<file path="config.mk">
export PLATFORM = sky130hd
export DESIGN_NAME = dbw_regs
export DESIGN_NICKNAME = d
export VERILOG_FILES = /design/src/dbw_pkg.sv /design/src/dbw_win_if.sv /design/src/dbw_window.sv /design/src/dbw_xlate.sv /design/src/dbw_regs.sv
export SDC_FILE = /design/constraint.sdc
export NUM_CORES = 1
export LEC_CHECK = 0
export BUFFER_PORTS_ARGS = -buffer_cell sky130_fd_sc_hd__buf_4
export CAP_MARGIN = 20
export CORE_ASPECT_RATIO = 1.1
export CORE_MARGIN = 2
export CORE_UTILIZATION = 52
export CTS_CLUSTER_SIZE = 16
export DETAILED_ROUTE_END_ITERATION = 6
export PLACE_DENSITY = 0.75
export REMOVE_ABC_BUFFERS = 1
export SETUP_SLACK_MARGIN = 0.3
export SYNTH_ARGS = -nofsm -noshare
export SYNTH_HDL_FRONTEND = slang
export SYNTH_SLANG_ARGS = --single-unit
</file>
<file path="constraint.sdc">
create_clock -name i_clk_sys -period 2.3 [get_ports i_clk_sys]
set_input_delay 0.69 -clock i_clk_sys [delete_from_list [all_inputs] [get_ports i_clk_sys]]
set_output_delay 0.69 -clock i_clk_sys [all_outputs]
set_load 0.01 [all_outputs]
</file>
<file path="src/dbw_pkg.sv">
// downstream window register bank: shared offsets, fields, resets and states
// assumes a 32-bit register bus with byte addresses and one aligned word per register
package dbw_pkg;

  // ****************************************
  // register byte offsets
  // ****************************************
  localparam logic [7:0] DBW_OFF_WIN1_BAR   = 8'h18;
  localparam logic [7:0] DBW_OFF_WIN2_BAR   = 8'h1C;
  localparam logic [7:0] DBW_OFF_WIN1_XLATE = 8'hA8;
  localparam logic [7:0] DBW_OFF_WIN1_SETUP = 8'hAC;
  localparam logic [7:0] DBW_OFF_WIN2_XLATE = 8'hB8;
  localparam logic [7:0] DBW_OFF_WIN2_SETUP = 8'hBC;

  // ****************************************
  // field positions
  // ****************************************
  localparam int DBW_BIT_SPACE    = 0;
  localparam int DBW_BIT_ATYPE_LO = 1;
  localparam int DBW_BIT_PREF     = 3;
  localparam int DBW_BIT_IOLEN_LO = 6;
  localparam int DBW_BIT_BASE_LO  = 12;
  localparam int DBW_BIT_ENABLE   = 31;
  localparam int DBW_BASE_W       = 20;

  // ****************************************
  // codes and reset values
  // ****************************************
  localparam logic [1:0]  DBW_ATYPE_32    = 2'h0;
  localparam logic [1:0]  DBW_ATYPE_64    = 2'h1;
  localparam logic [31:0] DBW_RST_SETUP   = 32'h0000_0000;
  localparam logic [31:0] DBW_RST_XLATE   = 32'h0000_0000;
  localparam logic [19:0] DBW_RST_BASE    = 20'h0_0000;
  localparam logic [31:0] DBW_RD_NONE     = 32'h0000_0000;
  localparam int          DBW_IO_MIN_LOG2 = 6;
  localparam int          DBW_IO_MAX_LOG2 = 8;

  // ****************************************
  // bus slave states
  // ****************************************
  typedef enum logic [1:0] {
    DBW_ST_IDLE = 2'b00,
    DBW_ST_ACC  = 2'b01
  } dbw_bus_st_t;

endpackage

</file>
<file path="src/dbw_win_if.sv">
// carrier between the bank top and one window's register slice
// assumes a single clock; all signals are same-domain
`timescale 1ns/1ps
interface dbw_win_if;
  logic        wr_bar;
  logic        wr_setup;
  logic        wr_xlate;
  logic [31:0] wdata;
  logic [31:0] bar_val;
  logic [31:0] setup_val;
  logic [31:0] xlate_val;
  logic        enable;
  logic        is_io;
  logic [1:0]  io_len;
  logic [19:0] base;
  logic [19:0] mask;
  logic [19:0] xbase;

  modport top (output wr_bar, wr_setup, wr_xlate, wdata,
               input  bar_val, setup_val, xlate_val, enable, is_io, io_len, base, mask, xbase);
  modport win (input  wr_bar, wr_setup, wr_xlate, wdata,
               output bar_val, setup_val, xlate_val, enable, is_io, io_len, base, mask, xbase);
endinterface

</file>
<file path="src/dbw_window.sv">
// one downstream window: setup, base and translated-base registers
// assumes write strobes are single-cycle and byte lanes already merged into wdata
`timescale 1ns/1ps
module dbw_window
  import dbw_pkg::*;
#(
  parameter bit IO_CAPABLE = 1'b1,
  parameter bit WIDE_OK    = 1'b1
) (
  input  wire logic i_clk_sys,
  input  wire logic i_rst_n,
  dbw_win_if.win    win
);

  logic [31:0] setup_q, setup_d;
  logic [19:0] base_q,  base_d;
  logic [31:0] xlate_q, xlate_d;
  logic [1:0]  atype;

  // ****************************************
  // next state
  // ****************************************
  always_comb begin
    setup_d = setup_q;
    xlate_d = xlate_q;
    if (win.wr_setup) begin
      setup_d = win.wdata;
    end
    if (!IO_CAPABLE) begin
      setup_d[DBW_BIT_SPACE] = 1'b0;
    end
    if (win.wr_xlate) begin
      xlate_d = win.wdata;
    end
    // base bits follow the writable mask; unmasked bits stay zero
    if (win.wr_bar) begin
      base_d = win.wdata[31:DBW_BIT_BASE_LO] & setup_q[31:DBW_BIT_BASE_LO];
    end else begin
      base_d = base_q & setup_q[31:DBW_BIT_BASE_LO];
    end
  end

  always_ff @(posedge i_clk_sys or negedge i_rst_n) begin
    if (!i_rst_n) begin
      setup_q <= DBW_RST_SETUP;
      base_q  <= DBW_RST_BASE;
      xlate_q <= DBW_RST_XLATE;
    end else begin
      setup_q <= setup_d;
      base_q  <= base_d;
      xlate_q <= xlate_d;
    end
  end

  // ****************************************
  // read-only fields derived from setup
  // ****************************************
  always_comb begin
    atype = DBW_ATYPE_32;
    if (WIDE_OK && setup_q[DBW_BIT_ATYPE_LO +: 2] == DBW_ATYPE_64) begin
      atype = DBW_ATYPE_64;
    end
  end

  // reserved 11:4 read as zero space, width, prefetch from setup
  assign win.bar_val   = {base_q, 8'h00, setup_q[DBW_BIT_PREF], atype, setup_q[DBW_BIT_SPACE]};
  assign win.setup_val = setup_q;
  assign win.xlate_val = xlate_q;
  assign win.enable    = setup_q[DBW_BIT_ENABLE];
  assign win.is_io     = setup_q[DBW_BIT_SPACE];
  assign win.io_len    = setup_q[DBW_BIT_IOLEN_LO +: 2];
  assign win.base      = base_q;
  assign win.mask      = setup_q[31:DBW_BIT_BASE_LO];
  assign win.xbase     = xlate_q[31:DBW_BIT_BASE_LO];

endmodule

</file>
<file path="src/dbw_xlate.sv">
// hit detection and direct address translation for one window
// assumes the caller registers the results; purely combinational
`timescale 1ns/1ps
module dbw_xlate
  import dbw_pkg::*;
(
  input  wire logic        i_enable,
  input  wire logic        i_is_io,
  input  wire logic [1:0]  i_io_len,
  input  wire logic [19:0] i_base,
  input  wire logic [19:0] i_mask,
  input  wire logic [19:0] i_xbase,
  input  wire logic [31:0] i_addr,
  output logic             o_hit,
  output logic [31:0]      o_fwd
);

  logic        match;
  logic        io_in;
  logic [8:0]  io_size;

  always_comb begin
    // io length 64, 128 or 256 bytes; code 3 clamps to the largest
    case (i_io_len)
      2'h0:    io_size = 9'h040;
      2'h1:    io_size = 9'h080;
      default: io_size = 9'h100;
    endcase
    match = ((i_addr[31:DBW_BIT_BASE_LO] ^ i_base) & i_mask) == 20'h0_0000;
    io_in = {3'h0, i_addr[11:0]} < {6'h00, io_size};
    // zero base or cleared enable keeps the window dark
    o_hit = i_enable && (i_base != 20'h0_0000) && match && (!i_is_io || io_in);
    o_fwd = {(i_xbase & i_mask) | (i_addr[31:DBW_BIT_BASE_LO] & ~i_mask), i_addr[11:0]};
  end

endmodule

</file>
<file path="src/dbw_regs.sv">
// downstream window register bank top: APB slave, two windows, registered decode
// assumes APB master on i_clk_sys and a same-clock setup loader (serial rom, smbus, local cpu)
//
// Function
// - the first window reports decode width in bits 2:1 as 00 for 32-bit or 01 for 64-bit, other codes reserved.
// - the second window is 32-bit only and its decode-width field always reads 00.
// - bit 3 is a read-only prefetch flag, 1 for prefetchable, resetting to 0.
// - the first window's size and space type come from its setup register, not fixed values.
// - the first window's setup register sits at offset ACh and may also be loaded by a side loader.
// - clearing bit 31 of a setup register disables that window.
// - memory windows span 4KB to 2GB and io windows 64B to 256B.
// - base bits 31:12 are writable only where the matching setup bit is one.
// - hits in the first window forward a directly translated address using the register at A8h.
// - a zero base field disables decode, and the base resets to zero.
`timescale 1ns/1ps
module dbw_regs
  import dbw_pkg::*;
#(
  parameter int ADDR_W = 8
) (
  input  wire logic              i_clk_sys,
  input  wire logic              i_rst_n,
  input  wire logic              i_psel,
  input  wire logic              i_penable,
  input  wire logic              i_pwrite,
  input  wire logic [ADDR_W-1:0] i_paddr,
  input  wire logic [31:0]       i_pwdata,
  input  wire logic [3:0]        i_pstrb,
  output logic [31:0]            o_prdata,
  output logic                   o_pready,
  output logic                   o_pslverr,
  input  wire logic              i_ld_valid,
  input  wire logic              i_ld_sel,
  input  wire logic [31:0]       i_ld_data,
  input  wire logic [31:0]       i_dn_addr,
  output logic                   o_win1_hit,
  output logic [31:0]            o_win1_fwd,
  output logic                   o_win2_hit,
  output logic [31:0]            o_win2_fwd
);

  if (ADDR_W < 8) begin : g_chk
    $error("dbw_regs: ADDR_W must be at least 8");
  end

  dbw_win_if w1 ();
  dbw_win_if w2 ();

  dbw_bus_st_t st_q, st_d;
  logic [31:0] rdata_q, rdata_d;
  logic        err_q, err_d;
  logic        hit1_q, hit1_d, hit2_q, hit2_d;
  logic [31:0] fwd1_q, fwd1_d, fwd2_q, fwd2_d;
  logic [31:0] rd_mux;
  logic        mapped;
  logic        wr_go;
  logic [7:0]  off;
  logic [31:0] cur_word;
  logic [31:0] merged;
  logic [31:0] lane_mask;

  // ****************************************
  // address decode and read mux
  // ****************************************
  assign off = i_paddr[7:0];

  always_comb begin
    rd_mux = DBW_RD_NONE;
    mapped = 1'b1;
    if (ADDR_W > 8 && (i_paddr >> 8) != '0) begin
      mapped = 1'b0;
    end else begin
      case (off)
        DBW_OFF_WIN1_BAR:   rd_mux = w1.bar_val;
        DBW_OFF_WIN2_BAR:   rd_mux = w2.bar_val;
        DBW_OFF_WIN1_XLATE: rd_mux = w1.xlate_val;
        DBW_OFF_WIN1_SETUP: rd_mux = w1.setup_val;
        DBW_OFF_WIN2_XLATE: rd_mux = w2.xlate_val;
        DBW_OFF_WIN2_SETUP: rd_mux = w2.setup_val;
        default:            mapped = 1'b0;
      endcase
    end
  end

  // ****************************************
  // bus handshake: one wait-free access phase
  // ****************************************
  always_comb begin
    st_d    = st_q;
    rdata_d = rdata_q;
    err_d   = err_q;
    case (st_q)
      DBW_ST_IDLE: begin
        if (i_psel && !i_penable) begin
          st_d    = DBW_ST_ACC;
          // read data sampled in setup so it comes from a flop in access
          rdata_d = i_pwrite ? DBW_RD_NONE : rd_mux;
          err_d   = !mapped;
        end
      end
      DBW_ST_ACC: begin
        st_d    = DBW_ST_IDLE;
        rdata_d = DBW_RD_NONE;
        err_d   = 1'b0;
      end
      default: begin
        st_d = DBW_ST_IDLE;
      end
    endcase
  end

  always_ff @(posedge i_clk_sys or negedge i_rst_n) begin
    if (!i_rst_n) begin
      st_q    <= DBW_ST_IDLE;
      rdata_q <= DBW_RD_NONE;
      err_q   <= 1'b0;
    end else begin
      st_q    <= st_d;
      rdata_q <= rdata_d;
      err_q   <= err_d;
    end
  end

  assign o_pready  = (st_q == DBW_ST_ACC);
  assign o_prdata  = rdata_q;
  assign o_pslverr = err_q & o_pready;
  assign wr_go     = i_psel && i_penable && o_pready && i_pwrite && !err_q;

  // ****************************************
  // byte-lane merge and write strobes
  // ****************************************
  always_comb begin
    for (int i = 0; i < 4; i++) begin
      lane_mask[i*8 +: 8] = {8{i_pstrb[i]}};
    end
    case (off)
      DBW_OFF_WIN1_BAR:   cur_word = w1.bar_val;
      DBW_OFF_WIN2_BAR:   cur_word = w2.bar_val;
      DBW_OFF_WIN1_XLATE: cur_word = w1.xlate_val;
      DBW_OFF_WIN1_SETUP: cur_word = w1.setup_val;
      DBW_OFF_WIN2_XLATE: cur_word = w2.xlate_val;
      DBW_OFF_WIN2_SETUP: cur_word = w2.setup_val;
      default:            cur_word = DBW_RD_NONE;
    endcase
    merged = (i_pwdata & lane_mask) | (cur_word & ~lane_mask);
  end

  // side loader takes the setup register over a bus write in the same cycle
  assign w1.wr_bar   = wr_go && off == DBW_OFF_WIN1_BAR;
  assign w1.wr_xlate = wr_go && off == DBW_OFF_WIN1_XLATE;
  assign w1.wr_setup = (i_ld_valid && !i_ld_sel) || (wr_go && off == DBW_OFF_WIN1_SETUP);
  assign w1.wdata    = (i_ld_valid && !i_ld_sel) ? i_ld_data : merged;
  assign w2.wr_bar   = wr_go && off == DBW_OFF_WIN2_BAR;
  assign w2.wr_xlate = wr_go && off == DBW_OFF_WIN2_XLATE;
  assign w2.wr_setup = (i_ld_valid && i_ld_sel) || (wr_go && off == DBW_OFF_WIN2_SETUP);
  assign w2.wdata    = (i_ld_valid && i_ld_sel) ? i_ld_data : merged;

  // ****************************************
  // windows
  // ****************************************
  dbw_window #(.IO_CAPABLE(1'b1), .WIDE_OK(1'b1)) u_win1 (
    .i_clk_sys (i_clk_sys),
    .i_rst_n   (i_rst_n),
    .win       (w1)
  );

  dbw_window #(.IO_CAPABLE(1'b0), .WIDE_OK(1'b0)) u_win2 (
    .i_clk_sys (i_clk_sys),
    .i_rst_n   (i_rst_n),
    .win       (w2)
  );

  dbw_xlate u_xl1 (
    .i_enable (w1.enable),
    .i_is_io  (w1.is_io),
    .i_io_len (w1.io_len),
    .i_base   (w1.base),
    .i_mask   (w1.mask),
    .i_xbase  (w1.xbase),
    .i_addr   (i_dn_addr),
    .o_hit    (hit1_d),
    .o_fwd    (fwd1_d)
  );

  dbw_xlate u_xl2 (
    .i_enable (w2.enable),
    .i_is_io  (1'b0),
    .i_io_len (2'h0),
    .i_base   (w2.base),
    .i_mask   (w2.mask),
    .i_xbase  (w2.xbase),
    .i_addr   (i_dn_addr),
    .o_hit    (hit2_d),
    .o_fwd    (fwd2_d)
  );

  // ****************************************
  // registered decode outputs
  // ****************************************
  always_ff @(posedge i_clk_sys or negedge i_rst_n) begin
    if (!i_rst_n) begin
      hit1_q <= 1'b0;
      hit2_q <= 1'b0;
      fwd1_q <= DBW_RD_NONE;
      fwd2_q <= DBW_RD_NONE;
    end else begin
      hit1_q <= hit1_d;
      hit2_q <= hit2_d;
      fwd1_q <= fwd1_d;
      fwd2_q <= fwd2_d;
    end
  end

  assign o_win1_hit = hit1_q;
  assign o_win1_fwd = fwd1_q;
  assign o_win2_hit = hit2_q;
  assign o_win2_fwd = fwd2_q;

  // ****************************************
  // assertions
  // ****************************************
  property p_rsvd_zero;
    @(posedge i_clk_sys) disable iff (!i_rst_n)
      (o_pready && !i_pwrite && (off == DBW_OFF_WIN1_BAR || off == DBW_OFF_WIN2_BAR)) |-> o_prdata[11:4] == 8'h00;
  endproperty
  a_rsvd_zero: assert property (p_rsvd_zero) else $error("bar reserved bits not zero");

  property p_w2_narrow;
    @(posedge i_clk_sys) disable iff (!i_rst_n)
      (o_pready && !i_pwrite && off == DBW_OFF_WIN2_BAR) |-> o_prdata[2:0] == 3'h0;
  endproperty
  a_w2_narrow: assert property (p_w2_narrow) else $error("window two not 32-bit memory");

  property p_w1_atype;
    @(posedge i_clk_sys) disable iff (!i_rst_n)
      w1.bar_val[2:1] == ((w1.setup_val[2:1] == DBW_ATYPE_64) ? DBW_ATYPE_64 : DBW_ATYPE_32);
  endproperty
  a_w1_atype: assert property (p_w1_atype) else $error("window one width field wrong");

  property p_flags;
    @(posedge i_clk_sys) disable iff (!i_rst_n)
      w1.bar_val[3] == w1.setup_val[3] && w1.bar_val[0] == w1.setup_val[0];
  endproperty
  a_flags: assert property (p_flags) else $error("space or prefetch flag mismatch");

  property p_base_write;
    @(posedge i_clk_sys) disable iff (!i_rst_n)
      (w1.wr_bar && !w1.wr_setup) |=> w1.base == ($past(merged[31:12]) & $past(w1.mask));
  endproperty
  a_base_write: assert property (p_base_write) else $error("base write ignored mask");

  property p_disable;
    @(posedge i_clk_sys) disable iff (!i_rst_n)
      !w1.enable |=> !o_win1_hit;
  endproperty
  a_disable: assert property (p_disable) else $error("disabled window hit");

  property p_zero_base;
    @(posedge i_clk_sys) disable iff (!i_rst_n)
      (w2.base == 20'h0_0000) |=> !o_win2_hit;
  endproperty
  a_zero_base: assert property (p_zero_base) else $error("zero base window hit");

  property p_xlate;
    @(posedge i_clk_sys) disable iff (!i_rst_n)
      hit1_d |=> o_win1_hit && o_win1_fwd[11:0] == $past(i_dn_addr[11:0]);
  endproperty
  a_xlate: assert property (p_xlate) else $error("forwarded offset lost");

  property p_io_span;
    @(posedge i_clk_sys) disable iff (!i_rst_n)
      (w1.is_io && i_dn_addr[11:8] != 4'h0) |=> !o_win1_hit;
  endproperty
  a_io_span: assert property (p_io_span) else $error("io window beyond 256 bytes");

  property p_setup_ld;
    @(posedge i_clk_sys) disable iff (!i_rst_n)
      (i_ld_valid && !i_ld_sel) |=> w1.setup_val == $past(i_ld_data);
  endproperty
  a_setup_ld: assert property (p_setup_ld) else $error("setup load not taken");

  property p_ready;
    @(posedge i_clk_sys) disable iff (!i_rst_n)
      (i_psel && !i_penable && !o_pready) |=> o_pready ##1 !o_pready;
  endproperty
  a_ready: assert property (p_ready) else $error("access phase not one cycle");

  c_bar_wr:  cover property (@(posedge i_clk_sys) disable iff (!i_rst_n) w1.wr_bar);
  c_hit1:    cover property (@(posedge i_clk_sys) disable iff (!i_rst_n) o_win1_hit && w1.is_io);
  c_hit2:    cover property (@(posedge i_clk_sys) disable iff (!i_rst_n) o_win2_hit);
  c_unmap:   cover property (@(posedge i_clk_sys) disable iff (!i_rst_n) o_pslverr);

endmodule

</file>
==> results.toml, run 1 <==
[place]
finalWeightedCongestion = 1.02
dpl.hpwl_mm = 37.1
dpl_cell_area_mm2 = 0.0166
port_buffers = 214
pre_cts_slack_ns = -0.485

[detailed_routing]
drc = 0
postRouteAntennaNets = 0
wl_per_cell_um = 25.3
via_per_inst = 6.48
drt_pass1_iterations = 6
num_vias = 13200
wl_mm = 51.6
drt_iter0_drc = 1262

[sta]
fin_skew_ns = 0.0130
period_share = 0.897
post-route-min-period_ns = 2.06
final-max-slew-violation-count = 0
hold_violations = 0
rsz0062_at_grt = "true"
report.final.setup_viol = 0
setup_slack_ns = 0.237
slew_headroom = 0.576
worstMarginPinSlew_ns = 0.636
finalSetupTns_ns = 0
max_freq_mhz = 485

[global_route]
grt_pass1_vias = 13000
grt_overflow = 0
antenna_found_initial = 0
grt_max_degree = 59
grt_pass1_wl_mm = 75.7
grt_usage = 0.376

[status]
status = "completed"

[hold_path]
hp-class = "in -> async"

[cts]
ctsHoldBuffers = 0
ctsHtreeMaxLevel = 1
cts-buffers-inserted = 28
cts_tree = "done"
clk_pin_slew_ns = 0.06
cts_max_path_buffers = 3
cts-root-buf = "clkbuf_16"
numClockSinks = 255
clock_latency_ns = 0.55

[finish]
finish.utilization = 0.728
fill_cells = 1819
layout_commonest_cell = "buf_4"
drive_gt1_frac = 0.386
nets = 1818
regArea_mm2 = 0.00638
syn_to_final_growth_pct = 38.9
multi_input_area_mm2 = 0.00668
design_area_mm2 = 0.0183
mostFrequentLayoutCells = "buf_4 (402), dfrtp_1 (254), nand2_1 (165)"

[setup_path]
crit_type = "reg -> out"
cp.required_ns = 1.61
critical_path_peak_fanout = 4
cp-start-kind = "register"
r2r_slack_ns = 0.27
r2r_end = "u_win1.win.xlate_val[24]"
r2r-start = "st_q[0]"
end_kind = "primary output"
reg2reg_depth = 7
worstPathArrival_ns = 1.37

[power]
leakagePower_nw = 8.55
ir_drop_v = 0.000521
power.density_mw_per_mm2 = 656
power_w = 0.0120

[synth]
synth_area_per_cell_um2 = 9.93
yosysTopAreaCell = "dfrtp_1"
ys.flop_type = "dfrtp_1"
yosys_warnings = 0
synthTopCellsByArea = "dfrtp_1 (49%), mux2_2 (6.6%), nand2_1 (4.8%)"
synth_edf_count = 0
seq_area_frac_synth = 0.485
ys_types = 77
synth_cells = 1325
ys_seq_elements = 255
synth_top_area_frac = 0.485
ys_async_sr_fraction = 1.00
netlist_area_mm2 = 0.0132

[floorplanning]
rows = 61
fp.coreArea_mm2 = 0.0251
die_area_mm2 = 0.0266
die_h_um = 171
io_pins = 215
start_util = 0.524
dieWidth_um = 156

[run]
drv_cap = 0
==> logic make-up (layout without fill, tap and decap cells) <==
family,Yosys count,count (layout),synth area share
simple gates,418,418,0.155
compound gates,394,394,0.204
flops,255,255,0.485
mux,108,108,0.0895
buf+inv,108,506,0.0375
xor+xnor,40,40,0.0266
fa+ha+maj,2,2,0.00190
other cells,0,1,0
==> routing by layer <==
layer	track usage	up-vias	wire, µm
li1	-	5695	-
met5	0	-	0
met4	0.166	0	2620
met1	0.493	6461	19700
met2	0.619	894	24300
met3	0.0621	172	5030
==> through the flow <==
stage / instances / hold WS [ns]
after CTS: 2030 / 0.101
after global routing: 2038 / 0.124
after floorplan: 1225 / 0.394
final: 2039 / 0.0901
after detailed placement: 1970 / 0.470
after global placement: 1970 / 0.457
==> how the worst max path moves through the flow <==
| stage | from | to | slack, ns |
|---|---|---|---|
| 3_5_place_dp | i_paddr[1] | u_win1.win.xlate_val[21] | -0.49 |
| 4_1_cts | st_q[0] | u_win1.win.xlate_val[16] | 0.27 |
| 5_1_grt | st_q[0] | u_win1.win.xlate_val[24] | 0.20 |
| 6_report | st_q[0] | o_pslverr | 0.24 |
| 3_3_place_gp | i_paddr[1] | u_win1.win.xlate_val[18] | -0.46 |
| 2_1_floorplan | i_paddr[1] | u_win2.win.base[0] | -1.11 |
==> registers in the layout (all words and copies together) (netlist names), 20 cells and up <==
register              count
o_prdata                 32
o_win1_fwd               20
o_win2_fwd               32
u_win1.win.base          20
u_win1.win.setup_val     32
u_win1.win.xlate_val     32
u_win2.win.base          20
u_win2.win.setup_val     31
u_win2.win.xlate_val     32
==> where the power goes <==
group          internal, W  leakage (nW)  switching (W)
clock              0.00326         0.525        0.00192
combinational     0.000847          4.67       0.000972
sequential         0.00473          3.35       0.000267
total              0.00883          8.55        0.00316
==> area by class of cell <==
cell class	instances	area share
Tap cell	315	0.0216
Antenna cell	1	0.000137
Inverter	8	0.00164
Clock inverter	17	0.0158
Timing Repair Buffer	446	0.204
Multi-Input combinational cell	962	0.365
Clock buffer	35	0.0420
Sequential cell	255	0.349
==> Yosys cell counts (16+ instances only) <==
cell type / n
a22o_1: 23
xor2_1: 39
buf_2: 16
o21ai_0: 96
mux2_2: 77
nor2_1: 98
clkbuf_1: 65
o22ai_1: 38
dfrtp_1: 255
buf_4: 16
nand2_1: 169
a31oi_1: 51
a21oi_1: 38
mux2i_1: 31
nand3_1: 40
==> critical path, cell delays in order, from the launching register on <==
cell	delay [ns]
dfrtp_1	0.42
buf_6	0.13
and2_1	0.13
buf_4	0.14
==> repair_timing <==
item / in CTS / in global routing
setup buffers: 7 / 7
resized for setup: 26 / 93
pin swaps: 6 / 21
endpoints found under the setup margin: 120 / 141
cloned: 1 / 1
(Power assumes the default switching activity.)
==> run 2, diff against run 1 <==
- PLACE_DENSITY: 0.75 -> 0.74
- SYNTH_HIERARCHICAL: default -> 1
- clock period: 2.3 -> 2.37 ns (I/O delays scaled with it)
==> results.toml, run 2 <==
[status]
status = "finished with violations"
violations = "DRC"

[sta]
fin_skew_ns = 0.0349
hold_violations = 0
hold_ws_ns = 0.106
final-max-slew-violation-count = 0
post-route-min-period_ns = 2.09
max_freq_mhz = 479
worstMarginPinSlew_ns = 0.665
finalSetupTns_ns = 0
slew_headroom = 0.552
period_share = 0.881
report.final.setup_viol = 0
rsz0062_at_grt = "true"

[global_route]
grt_pass1_wl_mm = 68.7
grt_pass1_vias = 11600
antenna_found_initial = 0
grt_usage = 0.293
grt_max_degree = 68
grt_overflow = 0

[cts]
cts-root-buf = "clkbuf_16"
cts_tree = "done"
numClockSinks = 267
clock_latency_ns = 0.57
cts_max_path_buffers = 3
clk_pin_slew_ns = 0.06
cts-buffers-inserted = 28
ctsHoldBuffers = 0
ctsHtreeMaxLevel = 1

[finish]
nets = 1643
regArea_mm2 = 0.00668
layout_commonest_cell = "buf_4"
drive_gt1_frac = 0.437
multi_input_area_mm2 = 0.00714
finish.utilization = 0.640
mostFrequentLayoutCells = "buf_4 (352), dfrtp_1 (266), mux2_4 (92)"
syn_to_final_growth_pct = 20.6
fill_cells = 2203
n_antenna_cell = 0
design_area_mm2 = 0.0184

[synth]
synth_area_per_cell_um2 = 11.5
yosys_warnings = 6
netlist_area_mm2 = 0.0153
synth_cells = 1331

[setup_path]
end_kind = "register"
cp.required_ns = 2.80
critical_path_peak_fanout = 7
path_common_cell = "nor2b_1"
cp-start-kind = "register"
crit_chain = "nor2b_1 -> nand4_1 -> nor2_2 -> nand2_2 -> buf_6 -> nor2_4 -> buf_12 -> mux2i_4 -> nor2b_1"
crit_type = "reg -> reg"
cpPeakStageDelay_ns = 0.39
worstPathArrival_ns = 2.52
critical_path.slowest_cell = "dfrtp_1"

[hold_path]
hp-class = "in -> async"

[detailed_routing]
num_vias = 11500
drc = 11
wl_mm = 46.2
wl_per_cell_um = 24.2
postRouteAntennaNets = 0
drt_pass1_iterations = 7
drt_iter0_drc = 1132
via_per_inst = 6.03

[floorplanning]
fp.coreArea_mm2 = 0.0288
io_pins = 215
die_area_mm2 = 0.0307
die_h_um = 184
dieWidth_um = 167
start_util = 0.530
rows = 65

[run]
drv_cap = 0

[power]
ir_drop_v = 0.000503
leakagePower_nw = 8.51
power.density_mw_per_mm2 = 630

[place]
dpl_cell_area_mm2 = 0.0170
port_buffers = 214
dpl.hpwl_mm = 32.9
finalWeightedCongestion = 0.932
run 2: cell count changes in the layout (fill, tap and decap cells not counted), sizes merged, moves of 31 or more:
| cell | previous run | this run |
|---|---|---|
| mux2i | 31 | 62 |
| nand2 | 169 | 75 |
| buf | 445 | 378 |
| mux2 | 77 | 178 |
| nand3 | 40 | 8 |
| nor2b | 6 | 54 |
| a31oi | 51 | 16 |
| o21ai | 100 | 59 |
run 2: routing by layer:
| metal | routed length, µm | up-vias | global-route usage |
|---|---|---|---|
| met5 | 0 | - | 0 |
| met4 | 2230 | 0 | 0.129 |
| met3 | 4020 | 149 | 0.0467 |
| met2 | 21800 | 677 | 0.484 |
| met1 | 18100 | 5736 | 0.383 |
| li1 | - | 4968 | - |
run 2: cell type report:
class / instances / area share
clock buffers: 42 / 0.0447
flip-flops and latches: 267 / 0.363
repair buffers: 381 / 0.172
well taps: 368 / 0.0250
inverters: 4 / 0.000815
multi-input cells: 842 / 0.387
clock inverters: 8 / 0.00700
run 2: worst max-delay path: cells and delay by family (launching register included):
family	cells	cell delay, ns
and+or+nand+nor	6	0.98
DFF	1	0.39
buffers and inverters	2	0.35
muxes	1	0.23
run 2: power by group:
| part | internal (W) | switching [W] |
|---|---|---|
| clock network | 0.00272 | 0.00186 |
| registers | 0.00485 | 0.000276 |
| logic | 0.000979 | 0.000928 |
run 2: path summary, 6_finish.rpt:
kind                              start                   to  slack (ns)  cells past startpoint
min                             i_rst_n       o_win2_fwd[19]        0.11                      1
max                               err_q  u_win2/win.base[16]        0.28                      9
min in group i_clk_sys     i_dn_addr[2]        o_win2_fwd[2]        0.25                      1
max in group asynchronous       i_rst_n        o_win2_fwd[7]        1.52                      2
max reg2reg                       err_q  u_win2/win.base[16]        0.28                      9
min reg2reg                o_prdata[18]         o_prdata[18]        0.48                      2
run 2: through the flow:
stage	cells	total power (W)	setup slack, ns
2_1_floorplan	1113	0.00599	-3.26
3_3_place_gp	1847	0.00694	-0.513
3_5_place_dp	1847	0.00700	-0.532
4_1_cts	1899	0.0115	0.278
5_1_grt	1912	0.0120	0.199
6_report	1912	0.0116	0.282
run 2: timing repair:
item                                    CTS  global route
endpoints found under the setup margin   75           148
gates resized for setup                  13            64
setup buffers                             2            10
cloned                                    0             3
pin swaps                                 0            21
